**src/thermal_consts.svh**
```systemverilog
`ifndef THERMAL_CONSTS_SVH
`define THERMAL_CONSTS_SVH

// register indices; byte address is four times the index
`define IDX_R1_CRIT      8'h6A
`define IDX_LOC_CRIT     8'h6B
`define IDX_R2_CRIT      8'h6C
`define IDX_LR1_HYST     8'h6D
`define IDX_R2_HYST      8'h6E
`define IDX_TREE_TEST    8'h6F
`define IDX_R1_OFFSET    8'h70
`define IDX_LOC_OFFSET   8'h71
`define IDX_CONTROL      8'h78
`define IDX_IRQ_STATUS   8'h79
`define IDX_IRQ_MASK     8'h7A
`define IDX_STATE        8'h7B

// reset values
`define RST_CRIT         8'h64
`define RST_LR1_HYST     8'h44
`define RST_R2_HYST      8'h40
`define RST_ZERO         8'h00

// field positions
`define CRIT_DISABLE     8'h80
`define HYST_LO_LSB      0
`define HYST_HI_LSB      4
`define TREE_EN_BIT      0
`define CTRL_LOCK_BIT    0
`define CTRL_PIN_OUT_BIT 1

// a quarter degree in temperature units
`define QUARTER_STEP     12'h001

`endif

```
**src/thermal_pkg.sv**
```systemverilog
package thermal_pkg;
	// fail-safe state of one channel
	typedef enum logic {
		FS_NORMAL,
		FS_FORCED
	} failsafe_state_t;
	// minimum-temperature run state of one channel
	typedef enum logic {
		MR_IDLE,
		MR_RUN
	} minrun_state_t;
endpackage : thermal_pkg
```
**src/temp_channel.sv**
```systemverilog
`timescale 1ns/10ps
`include "thermal_consts.svh"

module temp_channel #(
	parameter int TW = 10
) (
	input  wire logic          hclk,
	input  wire logic          hresetn,
	input  wire logic          ce,
	input  wire logic [TW-1:0] temp_raw,
	input  wire logic          temp_valid,
	input  wire logic [7:0]    offset,
	input  wire logic [7:0]    limit,
	input  wire logic [7:0]    minimum_temp_threshold,
	input  wire logic [3:0]    hyst,
	output logic      [TW-1:0] temp_corr,
	output logic               corr_valid,
	output logic               forced,
	output logic               pin_req,
	output logic               min_run,
	output logic               crit_event
);
	import thermal_pkg::*;

	localparam int W = TW + 2;

	failsafe_state_t fs_reg;
	minrun_state_t   mr_reg;
	logic signed [W-1:0] sum;
	logic        [TW-1:0] corr;
	logic signed [W-1:0] ct, lim4, lim_rel4, tmin4, minimum_temp_threshold_rel4;
	logic                en, over;

	// degrees (signed) to quarter-degree units
	function automatic logic signed [W-1:0] q4(input logic signed [9:0] deg);
		q4 = W'(deg) <<< 2;
	endfunction : q4

	// offset has half-degree lsb, reading quarter-degree lsb; clamp to range
	always_comb begin
		sum = signed'(W'({2'b00, temp_raw})) + signed'({{(W-9){offset[7]}}, offset, 1'b0});
		if (sum < 0) begin
			corr = '0;
		end else if (sum > signed'(W'({2'b00, {TW{1'b1}}}))) begin
			corr = '1;
		end else begin
			corr = sum[TW-1:0];
		end
	end

	// threshold arithmetic
	always_comb begin
		ct        = signed'(W'({2'b00, corr}));
		lim4      = q4(signed'({2'b00, limit}));
		lim_rel4  = q4(signed'({2'b00, limit}) - signed'({6'h00, hyst}));
		tmin4     = q4(signed'({2'b00, minimum_temp_threshold}));
		minimum_temp_threshold_rel4 = q4(signed'({2'b00, minimum_temp_threshold}) - signed'({6'h00, hyst}));
		en        = (limit != `CRIT_DISABLE);
		over      = en && (ct > lim4);
	end

	// corrected reading register
	always_ff @(posedge hclk or negedge hresetn) begin
		if (!hresetn) begin
			temp_corr  <= '0;
			corr_valid <= 1'b0;
		end else if (ce) begin
			corr_valid <= temp_valid;
			if (temp_valid) begin
				temp_corr <= corr;
			end
		end
	end

	// fail-safe state, evaluated on each new reading
	always_ff @(posedge hclk or negedge hresetn) begin
		if (!hresetn) begin
			fs_reg     <= FS_NORMAL;
			crit_event <= 1'b0;
		end else if (ce) begin
			crit_event <= 1'b0;
			if (temp_valid) begin
				case (fs_reg)
					FS_NORMAL: begin
						if (over) begin
							fs_reg     <= FS_FORCED;
							crit_event <= 1'b1;
						end
					end
					FS_FORCED: begin
						if (!en || (ct < lim_rel4)) begin
							fs_reg <= FS_NORMAL;
						end
					end
					default: fs_reg <= FS_NORMAL;
				endcase
			end
		end
	end

	// overtemperature pin request: exceeded by a quarter degree
	always_ff @(posedge hclk or negedge hresetn) begin
		if (!hresetn) begin
			pin_req <= 1'b0;
		end else if (ce && temp_valid) begin
			pin_req <= en && (ct >= lim4 + `QUARTER_STEP);
		end
	end

	// minimum-temperature run with hysteresis
	always_ff @(posedge hclk or negedge hresetn) begin
		if (!hresetn) begin
			mr_reg <= MR_IDLE;
		end else if (ce && temp_valid) begin
			case (mr_reg)
				MR_IDLE: begin
					if (ct > tmin4) begin
						mr_reg <= MR_RUN;
					end
				end
				MR_RUN: begin
					if (ct <= minimum_temp_threshold_rel4) begin
						mr_reg <= MR_IDLE;
					end
				end
				default: mr_reg <= MR_IDLE;
			endcase
		end
	end

	assign forced  = (fs_reg == FS_FORCED);
	assign min_run = (mr_reg == MR_RUN);
endmodule : temp_channel

```
**src/thermal_limit_hysteresis_offset.sv**
```systemverilog
// Functional notes
// - any channel above its critical limit forces all fan outputs to full duty
// - critical limit 0x80 disables that channel's full-duty fail-safe
// - full duty holds until temperature falls below limit minus hysteresis
// - fail-safe release uses the same per-channel hysteresis as the fan loops
// - overtemp pin may drive low once a limit is exceeded by a quarter degree
// - hysteresis nibbles: local 3:0, remote one 7:4, remote two 7:4 second register
// - hysteresis spans 0 to 15 degrees and serves the fan and minimum loops
// - below minimum threshold fan runs on until threshold minus hysteresis
// - test enable bit 0 enters tree test mode; clearing it leaves
// - remote one offset, signed half-degree, added to every remote one reading
// - local offset, signed half-degree, added to every local reading
// - once lock bit is set, block registers other than interrupt status and mask are read-only
//
// Chosen here: the AHB-Lite slave port.
`timescale 1ns/10ps
`include "thermal_consts.svh"

module thermal_limit_hysteresis_offset #(
	parameter int TW = 10
) (
	input  wire logic          hclk,
	input  wire logic          hresetn,
	input  wire logic          ce,
	// ahb-lite slave
	input  wire logic          hsel,
	input  wire logic [31:0]   haddr,
	input  wire logic [1:0]    htrans,
	input  wire logic          hwrite,
	input  wire logic [2:0]    hsize,
	input  wire logic [31:0]   hwdata,
	input  wire logic          hready,
	output logic               hreadyout,
	output logic               hresp,
	output logic      [31:0]   hrdata,
	// raw readings, quarter-degree lsb, from the converter on this clock
	input  wire logic [TW-1:0] remote_one_temp,
	input  wire logic          remote_one_valid,
	input  wire logic [TW-1:0] local_temp,
	input  wire logic          local_valid,
	input  wire logic [TW-1:0] remote_two_temp,
	input  wire logic          remote_two_valid,
	// minimum temperature thresholds, whole degrees
	input  wire logic [7:0]    remote_one_minimum_temp_threshold,
	input  wire logic [7:0]    local_minimum_temp_threshold,
	input  wire logic [7:0]    remote_two_minimum_temp_threshold,
	// results
	output logic      [TW-1:0] remote_one_temp_corr,
	output logic      [TW-1:0] local_temp_corr,
	output logic      [TW-1:0] remote_two_temp_corr,
	output logic      [2:0]    corr_valid,
	output logic               fan_full_duty,
	output logic      [2:0]    minimum_fan_duty_hold,
	output logic               overtemp_pin_out,
	output logic               overtemp_pin_oe,
	output logic               tree_test_mode,
	output logic               irq
);
	import thermal_pkg::*;

	logic [7:0]  r1_crit_reg;
	logic [7:0]  loc_crit_reg;
	logic [7:0]  r2_crit_reg;
	logic [7:0]  lr1_hyst_reg;
	logic [7:0]  r2_hyst_reg;
	logic        tree_en_reg;
	logic [7:0]  r1_off_reg;
	logic [7:0]  loc_off_reg;
	logic        lock_reg;
	logic        pin_out_reg;
	logic [2:0]  irq_sts_reg;
	logic [2:0]  irq_mask_reg;
	logic        wr_pend_reg;
	logic [7:0]  wr_idx_reg;
	logic [31:0] rdata_next;
	logic        addr_ok;
	logic        take;
	logic [7:0]  idx;
	logic [2:0]  forced;
	logic [2:0]  pin_req;
	logic [2:0]  min_run;
	logic [2:0]  crit_ev;
	logic        wr_bus;
	logic        wr_cfg;
	logic        wr_r1_crit;
	logic        wr_loc_crit;
	logic        wr_r2_crit;
	logic        wr_lr1_hyst;
	logic        wr_r2_hyst;
	logic        wr_tree;
	logic        wr_r1_off;
	logic        wr_loc_off;
	logic        wr_ctrl;
	logic        wr_sts;
	logic        wr_mask;
	logic [2:0]  w1c;

	// word index from a byte address; out of range gives no match
	function automatic logic idx_hit(input logic [31:0] a, input logic [7:0] i);
		idx_hit = (a[31:10] == 22'h000000) && (a[1:0] == 2'b00) && (a[9:2] == i);
	endfunction : idx_hit

	// one channel per temperature input; remote two arrives already corrected
	temp_channel #(.TW(TW)) u_r1 (
		.hclk       (hclk),
		.hresetn    (hresetn),
		.ce         (ce),
		.temp_raw   (remote_one_temp),
		.temp_valid (remote_one_valid),
		.offset     (r1_off_reg),
		.limit      (r1_crit_reg),
		.minimum_temp_threshold       (remote_one_minimum_temp_threshold),
		.hyst       (lr1_hyst_reg[`HYST_HI_LSB +: 4]),
		.temp_corr  (remote_one_temp_corr),
		.corr_valid (corr_valid[0]),
		.forced     (forced[0]),
		.pin_req    (pin_req[0]),
		.min_run    (min_run[0]),
		.crit_event (crit_ev[0])
	);

	temp_channel #(.TW(TW)) u_loc (
		.hclk       (hclk),
		.hresetn    (hresetn),
		.ce         (ce),
		.temp_raw   (local_temp),
		.temp_valid (local_valid),
		.offset     (loc_off_reg),
		.limit      (loc_crit_reg),
		.minimum_temp_threshold       (local_minimum_temp_threshold),
		.hyst       (lr1_hyst_reg[`HYST_LO_LSB +: 4]),
		.temp_corr  (local_temp_corr),
		.corr_valid (corr_valid[1]),
		.forced     (forced[1]),
		.pin_req    (pin_req[1]),
		.min_run    (min_run[1]),
		.crit_event (crit_ev[1])
	);

	temp_channel #(.TW(TW)) u_r2 (
		.hclk       (hclk),
		.hresetn    (hresetn),
		.ce         (ce),
		.temp_raw   (remote_two_temp),
		.temp_valid (remote_two_valid),
		.offset     (`RST_ZERO),
		.limit      (r2_crit_reg),
		.minimum_temp_threshold       (remote_two_minimum_temp_threshold),
		.hyst       (r2_hyst_reg[`HYST_HI_LSB +: 4]),
		.temp_corr  (remote_two_temp_corr),
		.corr_valid (corr_valid[2]),
		.forced     (forced[2]),
		.pin_req    (pin_req[2]),
		.min_run    (min_run[2]),
		.crit_event (crit_ev[2])
	);

	// system outputs
	assign fan_full_duty         = |forced;
	assign minimum_fan_duty_hold = min_run;
	assign overtemp_pin_out      = 1'b0; // open drain, only pulls low
	assign overtemp_pin_oe       = pin_out_reg && (|pin_req);
	assign tree_test_mode        = tree_en_reg;
	assign irq                   = |(irq_sts_reg & irq_mask_reg);

	// bus answers at once and always okay
	assign hreadyout = 1'b1;
	assign hresp     = 1'b0;

	// address phase qualification
	assign take    = hsel && hready && htrans[1];
	assign addr_ok = (haddr[31:10] == 22'h000000) && (haddr[1:0] == 2'b00);
	assign idx     = haddr[9:2];

	// write data phase tracking
	always_ff @(posedge hclk or negedge hresetn) begin
		if (!hresetn) begin
			wr_pend_reg <= 1'b0;
			wr_idx_reg  <= 8'h00;
		end else if (ce) begin
			if (hready) begin
				wr_pend_reg <= take && hwrite && addr_ok;
				wr_idx_reg  <= idx;
			end
		end
	end

	// a write data phase ends on this edge; locked registers ignore it
	assign wr_bus = ce && wr_pend_reg;
	assign wr_cfg = wr_bus && !lock_reg;

	// one write strobe per register; status and mask stay writable under lock
	assign wr_r1_crit  = wr_cfg && (wr_idx_reg == `IDX_R1_CRIT);
	assign wr_loc_crit = wr_cfg && (wr_idx_reg == `IDX_LOC_CRIT);
	assign wr_r2_crit  = wr_cfg && (wr_idx_reg == `IDX_R2_CRIT);
	assign wr_lr1_hyst = wr_cfg && (wr_idx_reg == `IDX_LR1_HYST);
	assign wr_r2_hyst  = wr_cfg && (wr_idx_reg == `IDX_R2_HYST);
	assign wr_tree     = wr_cfg && (wr_idx_reg == `IDX_TREE_TEST);
	assign wr_r1_off   = wr_cfg && (wr_idx_reg == `IDX_R1_OFFSET);
	assign wr_loc_off  = wr_cfg && (wr_idx_reg == `IDX_LOC_OFFSET);
	assign wr_ctrl     = wr_cfg && (wr_idx_reg == `IDX_CONTROL);
	assign wr_sts      = wr_bus && (wr_idx_reg == `IDX_IRQ_STATUS);
	assign wr_mask     = wr_bus && (wr_idx_reg == `IDX_IRQ_MASK);

	// remote one critical limit
	always_ff @(posedge hclk or negedge hresetn) begin
		if (!hresetn) begin
			r1_crit_reg <= `RST_CRIT;
		end else if (wr_r1_crit) begin
			r1_crit_reg <= hwdata[7:0];
		end
	end

	// local critical limit
	always_ff @(posedge hclk or negedge hresetn) begin
		if (!hresetn) begin
			loc_crit_reg <= `RST_CRIT;
		end else if (wr_loc_crit) begin
			loc_crit_reg <= hwdata[7:0];
		end
	end

	// remote two critical limit
	always_ff @(posedge hclk or negedge hresetn) begin
		if (!hresetn) begin
			r2_crit_reg <= `RST_CRIT;
		end else if (wr_r2_crit) begin
			r2_crit_reg <= hwdata[7:0];
		end
	end

	// local and remote one hysteresis nibbles
	always_ff @(posedge hclk or negedge hresetn) begin
		if (!hresetn) begin
			lr1_hyst_reg <= `RST_LR1_HYST;
		end else if (wr_lr1_hyst) begin
			lr1_hyst_reg <= hwdata[7:0];
		end
	end

	// remote two hysteresis nibble
	always_ff @(posedge hclk or negedge hresetn) begin
		if (!hresetn) begin
			r2_hyst_reg <= `RST_R2_HYST;
		end else if (wr_r2_hyst) begin
			r2_hyst_reg <= hwdata[7:0];
		end
	end

	// tree test enable, only bit 0 is stored
	always_ff @(posedge hclk or negedge hresetn) begin
		if (!hresetn) begin
			tree_en_reg <= 1'b0;
		end else if (wr_tree) begin
			tree_en_reg <= hwdata[`TREE_EN_BIT];
		end
	end

	// remote one offset, signed half degrees
	always_ff @(posedge hclk or negedge hresetn) begin
		if (!hresetn) begin
			r1_off_reg <= `RST_ZERO;
		end else if (wr_r1_off) begin
			r1_off_reg <= hwdata[7:0];
		end
	end

	// local offset, signed half degrees
	always_ff @(posedge hclk or negedge hresetn) begin
		if (!hresetn) begin
			loc_off_reg <= `RST_ZERO;
		end else if (wr_loc_off) begin
			loc_off_reg <= hwdata[7:0];
		end
	end

	// control: lock is sticky until reset
	always_ff @(posedge hclk or negedge hresetn) begin
		if (!hresetn) begin
			lock_reg    <= 1'b0;
			pin_out_reg <= 1'b0;
		end else if (wr_ctrl) begin
			lock_reg    <= hwdata[`CTRL_LOCK_BIT];
			pin_out_reg <= hwdata[`CTRL_PIN_OUT_BIT];
		end
	end

	// interrupt status and mask; a new event beats a clear
	assign w1c = wr_sts ? hwdata[2:0] : 3'h0;

	always_ff @(posedge hclk or negedge hresetn) begin
		if (!hresetn) begin
			irq_sts_reg <= 3'h0;
		end else if (ce) begin
			irq_sts_reg <= (irq_sts_reg & ~w1c) | crit_ev;
		end
	end

	always_ff @(posedge hclk or negedge hresetn) begin
		if (!hresetn) begin
			irq_mask_reg <= 3'h0;
		end else if (wr_mask) begin
			irq_mask_reg <= hwdata[2:0];
		end
	end

	// read mux, looked up in the address phase
	always_comb begin
		rdata_next = 32'h00000000;
		if (idx_hit(haddr, `IDX_R1_CRIT)) begin
			rdata_next[7:0] = r1_crit_reg;
		end else if (idx_hit(haddr, `IDX_LOC_CRIT)) begin
			rdata_next[7:0] = loc_crit_reg;
		end else if (idx_hit(haddr, `IDX_R2_CRIT)) begin
			rdata_next[7:0] = r2_crit_reg;
		end else if (idx_hit(haddr, `IDX_LR1_HYST)) begin
			rdata_next[7:0] = lr1_hyst_reg;
		end else if (idx_hit(haddr, `IDX_R2_HYST)) begin
			rdata_next[7:0] = r2_hyst_reg;
		end else if (idx_hit(haddr, `IDX_TREE_TEST)) begin
			rdata_next[`TREE_EN_BIT] = tree_en_reg;
		end else if (idx_hit(haddr, `IDX_R1_OFFSET)) begin
			rdata_next[7:0] = r1_off_reg;
		end else if (idx_hit(haddr, `IDX_LOC_OFFSET)) begin
			rdata_next[7:0] = loc_off_reg;
		end else if (idx_hit(haddr, `IDX_CONTROL)) begin
			rdata_next[`CTRL_LOCK_BIT]    = lock_reg;
			rdata_next[`CTRL_PIN_OUT_BIT] = pin_out_reg;
		end else if (idx_hit(haddr, `IDX_IRQ_STATUS)) begin
			rdata_next[2:0] = irq_sts_reg;
		end else if (idx_hit(haddr, `IDX_IRQ_MASK)) begin
			rdata_next[2:0] = irq_mask_reg;
		end else if (idx_hit(haddr, `IDX_STATE)) begin
			rdata_next[7:0] = {1'b0, overtemp_pin_oe, min_run, forced};
		end
	end

	// read data register, valid through the data phase
	always_ff @(posedge hclk or negedge hresetn) begin
		if (!hresetn) begin
			hrdata <= 32'h00000000;
		end else if (ce && take && !hwrite) begin
			hrdata <= rdata_next;
		end
	end
endmodule : thermal_limit_hysteresis_offset

```
**config.mk**
```make
export PLATFORM = sky130hd
export DESIGN_NAME = thermal_limit_hysteresis_offset
export DESIGN_NICKNAME = d
export VERILOG_FILES = /design/src/thermal_pkg.sv /design/src/temp_channel.sv /design/src/thermal_limit_hysteresis_offset.sv
export VERILOG_INCLUDE_DIRS = /design/src /design/src/src
export SDC_FILE = /design/constraint.sdc
export NUM_CORES = 1
export LEC_CHECK = 0
export BUFFER_PORTS_ARGS = -buffer_cell sky130_fd_sc_hd__buf_4
export CORE_UTILIZATION = 28
export DETAILED_ROUTE_END_ITERATION = 8
export PLACE_DENSITY = 0.47
export SETUP_SLACK_MARGIN = 0.4
export SYNTH_ARGS = -nofsm -noshare
export SYNTH_HDL_FRONTEND = slang
export SYNTH_SLANG_ARGS = --single-unit
export TNS_END_PERCENT = 100
```
**constraint.sdc**
```tcl
create_clock -name hclk -period 3.85 [get_ports hclk]
set_clock_uncertainty 0.1 [all_clocks]
set_input_delay 0.1925 -clock hclk [delete_from_list [all_inputs] [get_ports hclk]]
set_output_delay 0.1925 -clock hclk [all_outputs]
set_load 0.02 [all_outputs]
```
==> flow_metrics.tcl, run 1 <==
set metrics [dict create \
    status "complete, but fails checks" \
    violations "setup timing" \
    ys_ff_latch 127 \
    grt_overflow 0 \
    wl_per_cell_um 18.3 \
    n_fill_cell 3796 \
    gp_congestion 0.870 \
    worstHoldPathCells 3 \
    io_pins 207 \
    reg2reg_to "u_loc.forced" \
    path_clk_slew_ns 0.06 \
    clock_latency_ns 0.43 \
    clk_path_buf_depth 2 \
    max_stage_delay_ns 0.42 \
    drt.antenna.violating_nets 0 \
    cts_tree "yes" \
    async_reset_ff_share_pct 100 \
    grt_pass1_vias 9397 \
    finalNetCount 1667 \
    reg2reg_from "loc_off_reg[0]" \
    syn_area_mm2 0.0108 \
    ys_warn_count 0 \
    ys.flop_type "dfrtp_1" \
    dr.pass1.iters 8 \
    final_cell_mix "225 x buf_4, 119 x ha_1, 114 x dfrtp_1" \
    slowest_stage "dfrtp_1" \
    cts_max_level 4 \
    endpoint_kind "flop" \
    setup-tns-final_ns -0.0181 \
    die_h_um 198 \
    cts_sinks 127 \
    fin_crit_sh_pct 100 \
    rr_worst_depth 17 \
    start_kind "flop" \
    crit_type "flop to flop" \
    track_usage_pct 18.0 \
    vias 9467 \
    hold_slack_ns 0.00131 \
    crit_fanout 5 \
    period_needed_ns 3.87 \
    path_delay_family "compound AO/OA/AOI/OAI gates" \
    die_area_mm2 0.0393 \
    hpwl_um 27300 \
    p_leak_nw 6.71 \
    fp-row-count 71 \
    wirelength_um 35100 \
    fp.coreArea_mm2 0.0378 \
    hp-class "input pin to flop" \
    drive_above_1_share_pct 31.9 \
    dieWidth_um 198 \
    antenna_found_initial 1 \
    grt_pass1_wl_um 53600 \
    io_buffer_count 151 \
    setup_viol 2 \
    ir_worst_vdd_mv 0.333 \
    fin_ws_ns -0.0160 \
    reg_top3 "u_loc.temp_corr x10, u_r1.temp_corr x10, u_r2.temp_corr x10" \
    relSlewSlack_pct 28.6 \
    final_common_cell "buf_4" \
    grt_max_degree 89 \
    avgSynthCellArea_um2 9.30 \
    required_ns 4.11 \
    rsz0062_at_grt "yes" \
    p_per_area_mw_per_mm2 300 \
    hold_start "hwdata[3]" \
    syn2layout_area_growth_pct 32.5 \
    routed_via_density 4.94 \
    drc 0 \
    cts_made_buffers 17 \
    initial_utilization_pct 28.6 \
    r2r_slack_ns -0.02 \
    hold_end "loc_crit_reg[3]" \
    drv_slew 0 \
    max_freq_mhz 259 \
    yosys.cell_types.count 95 \
    synth-seq-area-share_pct 29.6 \
    drv_cap 0 \
    tightest_slew_ns 1.07 \
    synth-edff-count 0 \
    crit_start "loc_off_reg[0]" \
    critical_path_buf_inv_count 2 \
    path_cells "ha_2 -> fa_2 -> a211oi_4 -> o21ai_2 -> and2_4 -> o22ai_4 -> mux2i_4 -> buf_6 -> a21oi_4 -> ha_1 -> nand4_1 -> nor2_1 -> a211oi_2 -> buf_4 -> a2111oi_2 -> o21ai_1 -> o211ai_1" \
    netlist_instances 1160 \
    drt_iter0_markers 655 \
    cts_root_buf "clkbuf_16" \
    arrival_ns 4.12 \
    finalHoldViolCount 0 \
]
==> what timing repair did <==
| action | in CTS | in global routing |
|---|---|---|
| pin swaps | 27 | 24 |
| hold buffers | 24 | 0 |
| gates cloned | 0 | 0 |
| gates resized for setup | 43 | 28 |
| setup buffers | 22 | 3 |
| endpoints found under the setup margin | 8 | 8 |
| hold endpoints to repair | 123 | 0 |
==> layout make-up <==
| cell class | count | area, um2 | share of cell area, % |
|---|---|---|---|
| multi-input combinational | 889 | 7420 | 51.9 |
| sequential | 127 | 3190 | 22.4 |
| timing repair buffer | 257 | 2030 | 14.2 |
| tap | 511 | 639 | 4.47 |
| clock buffer | 22 | 474 | 3.32 |
| inverter | 99 | 374 | 2.62 |
| clock inverter | 10 | 159 | 1.11 |
| antenna | 1 | 2.50 | 0.0175 |
==> stage by stage <==
| step | util (%) | setup slack [ns] | instances | power [mW] | instance area [um2] |
|---|---|---|---|---|---|
| 3_5_place_dp | 33.9 | -0.0609 | 1834 | 2.48 | 12800 |
| 5_1_grt | 37.8 | -0.138 | 1915 | 4.51 | 14300 |
| 3_3_place_gp | 33.9 | -0.0403 | 1834 | 2.47 | 12800 |
| 2_1_floorplan | - | 0.270 | 1185 | 2.08 | 11000 |
| 6_report | 37.8 | -0.0160 | 1916 | 4.29 | 14300 |
| 4_1_cts | 37.3 | 0.0463 | 1912 | 4.33 | 14100 |
==> cells in the mapped netlist, types with 8 or more instances <==
master | n | share of area, %
a221oi_1 | 8 | 0.65
dfrtp_1 | 115 | 27
a21oi_1 | 70 | 3.2
nand2_1 | 80 | 2.8
a31oi_1 | 12 | 0.70
nor2b_1 | 24 | 1.4
dfstp_2 | 12 | 2.9
clkbuf_1 | 29 | 1.0
inv_1 | 99 | 3.4
mux2i_1 | 12 | 1.1
fa_1 | 8 | 1.5
o21ai_0 | 69 | 3.2
ha_1 | 136 | 16
nand4_1 | 15 | 0.87
nor2_1 | 55 | 1.9
nor4_1 | 13 | 0.75
mux2_2 | 78 | 8.1
xnor2_1 | 44 | 3.6
nand3_1 | 20 | 0.93
a211oi_1 | 10 | 0.70
nor3_1 | 19 | 0.88
a21o_1 | 30 | 2.1
buf_4 | 33 | 2.3
==> cells by family after synthesis <==
kind of cell,Yosys count,share of synthesized area [%]
AO/OA/AOI/OAI,283,17.5
XOR/XNOR,51,4.21
adder cells (fa/ha/maj),144,17.3
buffers and inverters,169,7.19
flip-flops,127,29.6
multiplexers,90,9.26
other,2,0.0696
AND/OR/NAND/NOR,294,14.9
==> worst register-to-register path: stages, from the launching register on <==
cell,delay [ns]
dfrtp_1,0.42
ha_2,0.21
fa_2,0.37
a211oi_4,0.24
o21ai_2,0.09
and2_4,0.17
o22ai_4,0.15
mux2i_4,0.30
buf_6,0.15
a21oi_4,0.09
ha_1,0.32
nand4_1,0.14
nor2_1,0.20
a211oi_2,0.08
buf_4,0.15
a2111oi_2,0.33
o21ai_1,0.17
o211ai_1,0.11
==> per-layer routing <==
| metal | vias to the layer above | GRT usage (%) | share of wire, % |
|---|---|---|---|
| met3 | 35 | 3.20 | 4.4 |
| met2 | 229 | 30.0 | 48 |
| li1 | 4620 | - | - |
| met1 | 4583 | 23.6 | 46 |
| met4 | 0 | 5.54 | 2.0 |
| met5 | - | 0 | 0 |
==> where the power goes <==
part           switching, mW  internal [mW]  leakage, nW  total, mW
Clock                  0.640           1.13        0.306       1.77
Combinational          0.517          0.454         4.85      0.971
Sequential             0.110           1.44         1.55       1.55
==> worst max path at each step <==
stage                     to  slack, ns  cells past startpoint
3_5_place_dp   u_loc.min_run      -0.06                     14
2_1_floorplan    u_r1.forced       0.27                     16
5_1_grt         u_loc.forced      -0.14                     17
3_3_place_gp   u_loc.min_run      -0.04                     15
6_report        u_loc.forced      -0.02                     17
4_1_cts        u_loc.min_run       0.05                     18
Note: power is estimated with default switching activity, not from simulation.
==> run 2: changes to the inputs <==
--- a/config.mk
+++ b/config.mk
@@ -7,9 +7,9 @@
 export NUM_CORES = 1
 export LEC_CHECK = 0
 export BUFFER_PORTS_ARGS = -buffer_cell sky130_fd_sc_hd__buf_4
-export CORE_UTILIZATION = 28
+export CORE_UTILIZATION = 52
 export DETAILED_ROUTE_END_ITERATION = 8
-export PLACE_DENSITY = 0.47
+export PLACE_DENSITY = 0.78
 export SETUP_SLACK_MARGIN = 0.4
 export SYNTH_ARGS = -nofsm -noshare
 export SYNTH_HDL_FRONTEND = slang
==> flow_metrics.tcl, run 2 (synthesis results as in run 1) <==
set metrics [dict create \
    status "complete, no violations" \
    crit_start "loc_off_reg[0]" \
    crit_fanout 5 \
    drv_cap 0 \
    fp-row-count 52 \
    r2r_slack_ns 0.08 \
    max_stage_delay_ns 0.40 \
    routed_via_density 6.03 \
    path_delay_family "compound AO/OA/AOI/OAI gates" \
    dr.pass1.iters 6 \
    track_usage_pct 30.1 \
    wl_per_cell_um 19.6 \
    finalNetCount 1639 \
    setup.worst_path.end "u_loc.min_run" \
    gp_congestion 0.952 \
    start_kind "flop" \
    fin_ws_ns 0.0828 \
    cts_max_level 4 \
    max_freq_mhz 265 \
    clock_latency_ns 0.43 \
    cp.depth 15 \
    dp_slack_ns -0.0133 \
    antenna_found_initial 0 \
    finalHoldViolCount 0 \
    hp-class "input pin to flop" \
    relSlewSlack_pct 43.0 \
    drv_slew 0 \
    die_h_um 146 \
    cts_sinks 127 \
    reg2reg_from "loc_off_reg[0]" \
    hpwl_um 23800 \
    clk_path_buf_depth 2 \
    io_buffer_count 151 \
    wirelength_um 32200 \
    syn2layout_area_growth_pct 26.7 \
    io_pins 207 \
    cts_tree "yes" \
    p_leak_nw 6.50 \
    die_area_mm2 0.0213 \
    grt_pass1_wl_um 50200 \
    grt_max_degree 67 \
    cts_made_buffers 17 \
    rr_worst_depth 15 \
    hold_start "hwdata[7]" \
    ir_worst_vdd_mv 0.276 \
    fin_crit_sh_pct 97.8 \
    setup_viol 0 \
    grt_overflow 0 \
    slowest_stage "dfrtp_1" \
    endpoint_kind "flop" \
    critical_path_buf_inv_count 2 \
    cts_root_buf "clkbuf_16" \
    final_common_cell "buf_4" \
    reg2reg_to "u_loc.min_run" \
    dieWidth_um 146 \
    rsz0062_at_grt "yes" \
    tightest_slew_ns 0.855 \
    drt_iter0_markers 838 \
    initial_utilization_pct 53.1 \
    final_cell_mix "202 x buf_4, 119 x ha_1, 114 x dfrtp_1" \
    drt.antenna.violating_nets 0 \
    arrival_ns 3.97 \
    n_fill_cell 1619 \
    grt_pass1_vias 9484 \
    n_antenna_cell 0 \
    p_per_area_mw_per_mm2 298 \
    drc 0 \
    path_clk_slew_ns 0.06 \
    path_cells "ha_4 -> fa_2 -> a211oi_2 -> o21ai_2 -> and2_4 -> buf_4 -> a211oi_1 -> o21ai_0 -> buf_4 -> ha_1 -> nand3_2 -> or3_1 -> or3_1 -> mux2i_1 -> a21oi_1" \
    post-place-cells 1568 \
    required_ns 4.05 \
    final_cell_count_no_fill 1646 \
    period_needed_ns 3.77 \
    fp.coreArea_mm2 0.0203 \
    drive_above_1_share_pct 30.2 \
    reg_top3 "u_loc.temp_corr x10, u_r1.temp_corr x10, u_r2.temp_corr x10" \
    vias 9930 \
    crit_type "flop to flop" \
]
[run 2: cell types whose count changed in the layout (fill, tap and decap cells not counted), sizes merged]
cell / delta
inv: +4
clkbuf: -4
clkinvlp: +3
bufinv: -3
dlygate4sd3: -2
buf: -26
diode: -1
[run 2: report_power, final]
group	leakage [nW]	switching, mW	internal, mW
Clock	0.260	0.670	0.896
Combinational	4.69	0.515	0.440
Sequential	1.55	0.112	1.44
[run 2: how the worst min path moves through the flow]
stage	to	cells past startpoint
final	loc_crit_reg[7]	3
after global routing	loc_crit_reg[7]	3
after CTS	r2_hyst_reg[7]	3
after detailed placement	u_r1.min_run	1
after global placement	u_r1.min_run	1
after floorplan	hrdata[0]	0
[run 2: layout make-up]
type,instances,area (um2),share of cell area [%]
inverters,99,374,2.74
clock inverters,14,134,0.980
well taps,270,338,2.47
clock buffers,18,429,3.14
flip-flops and latches,127,3190,23.4
repair buffers,229,1810,13.2
multi-input cells,889,7380,54.0
[run 2: worst register-to-register path: stages, from the launching register on]
cell and delay (ns):
dfrtp_1 0.40, ha_4 0.17, fa_2 0.34, a211oi_2 0.25, o21ai_2 0.09, and2_4 0.16, buf_4 0.13, a211oi_1 0.32
o21ai_0 0.20, buf_4 0.20, ha_1 0.30, nand3_2 0.09, or3_1 0.32, or3_1 0.31, mux2i_1 0.17, a21oi_1 0.09
[run 2: metal layers]
metal / global-route usage, % / up-vias / part of all wire, %
met1: 39.1 / 4792 / 42
met3: 5.67 / 97 / 7.2
li1: - / 4585 / -
met5: 0 / - / 0
met4: 11.9 / 0 / 3.8
met2: 49.4 / 456 / 47
[run 2: through the flow]
step / utilization (%) / hold WS [ns] / cell area, um2 / TNS, ns / power (mW)
after floorplan: - / -0.203 / 11000 / 0 / 2.08
after global placement: 60.7 / 0.232 / 12300 / 0 / 2.42
after detailed placement: 60.7 / 0.238 / 12300 / -0.0133 / 2.45
after CTS: 66.2 / 0.00892 / 13400 / 0 / 4.04
after global routing: 67.3 / 0.0147 / 13700 / -0.00422 / 4.24
final: 67.3 / 0.0163 / 13700 / 0 / 4.07
[run 2: timing repair]
item | 4_1_cts | 5_1_grt
pin swaps | 30 | 14
buffers inserted | 19 | 5
setup endpoints to repair | 8 | 8
hold buffers | 22 | 0
gates resized for setup | 31 | 25
endpoints found under the hold margin | 93 | 0
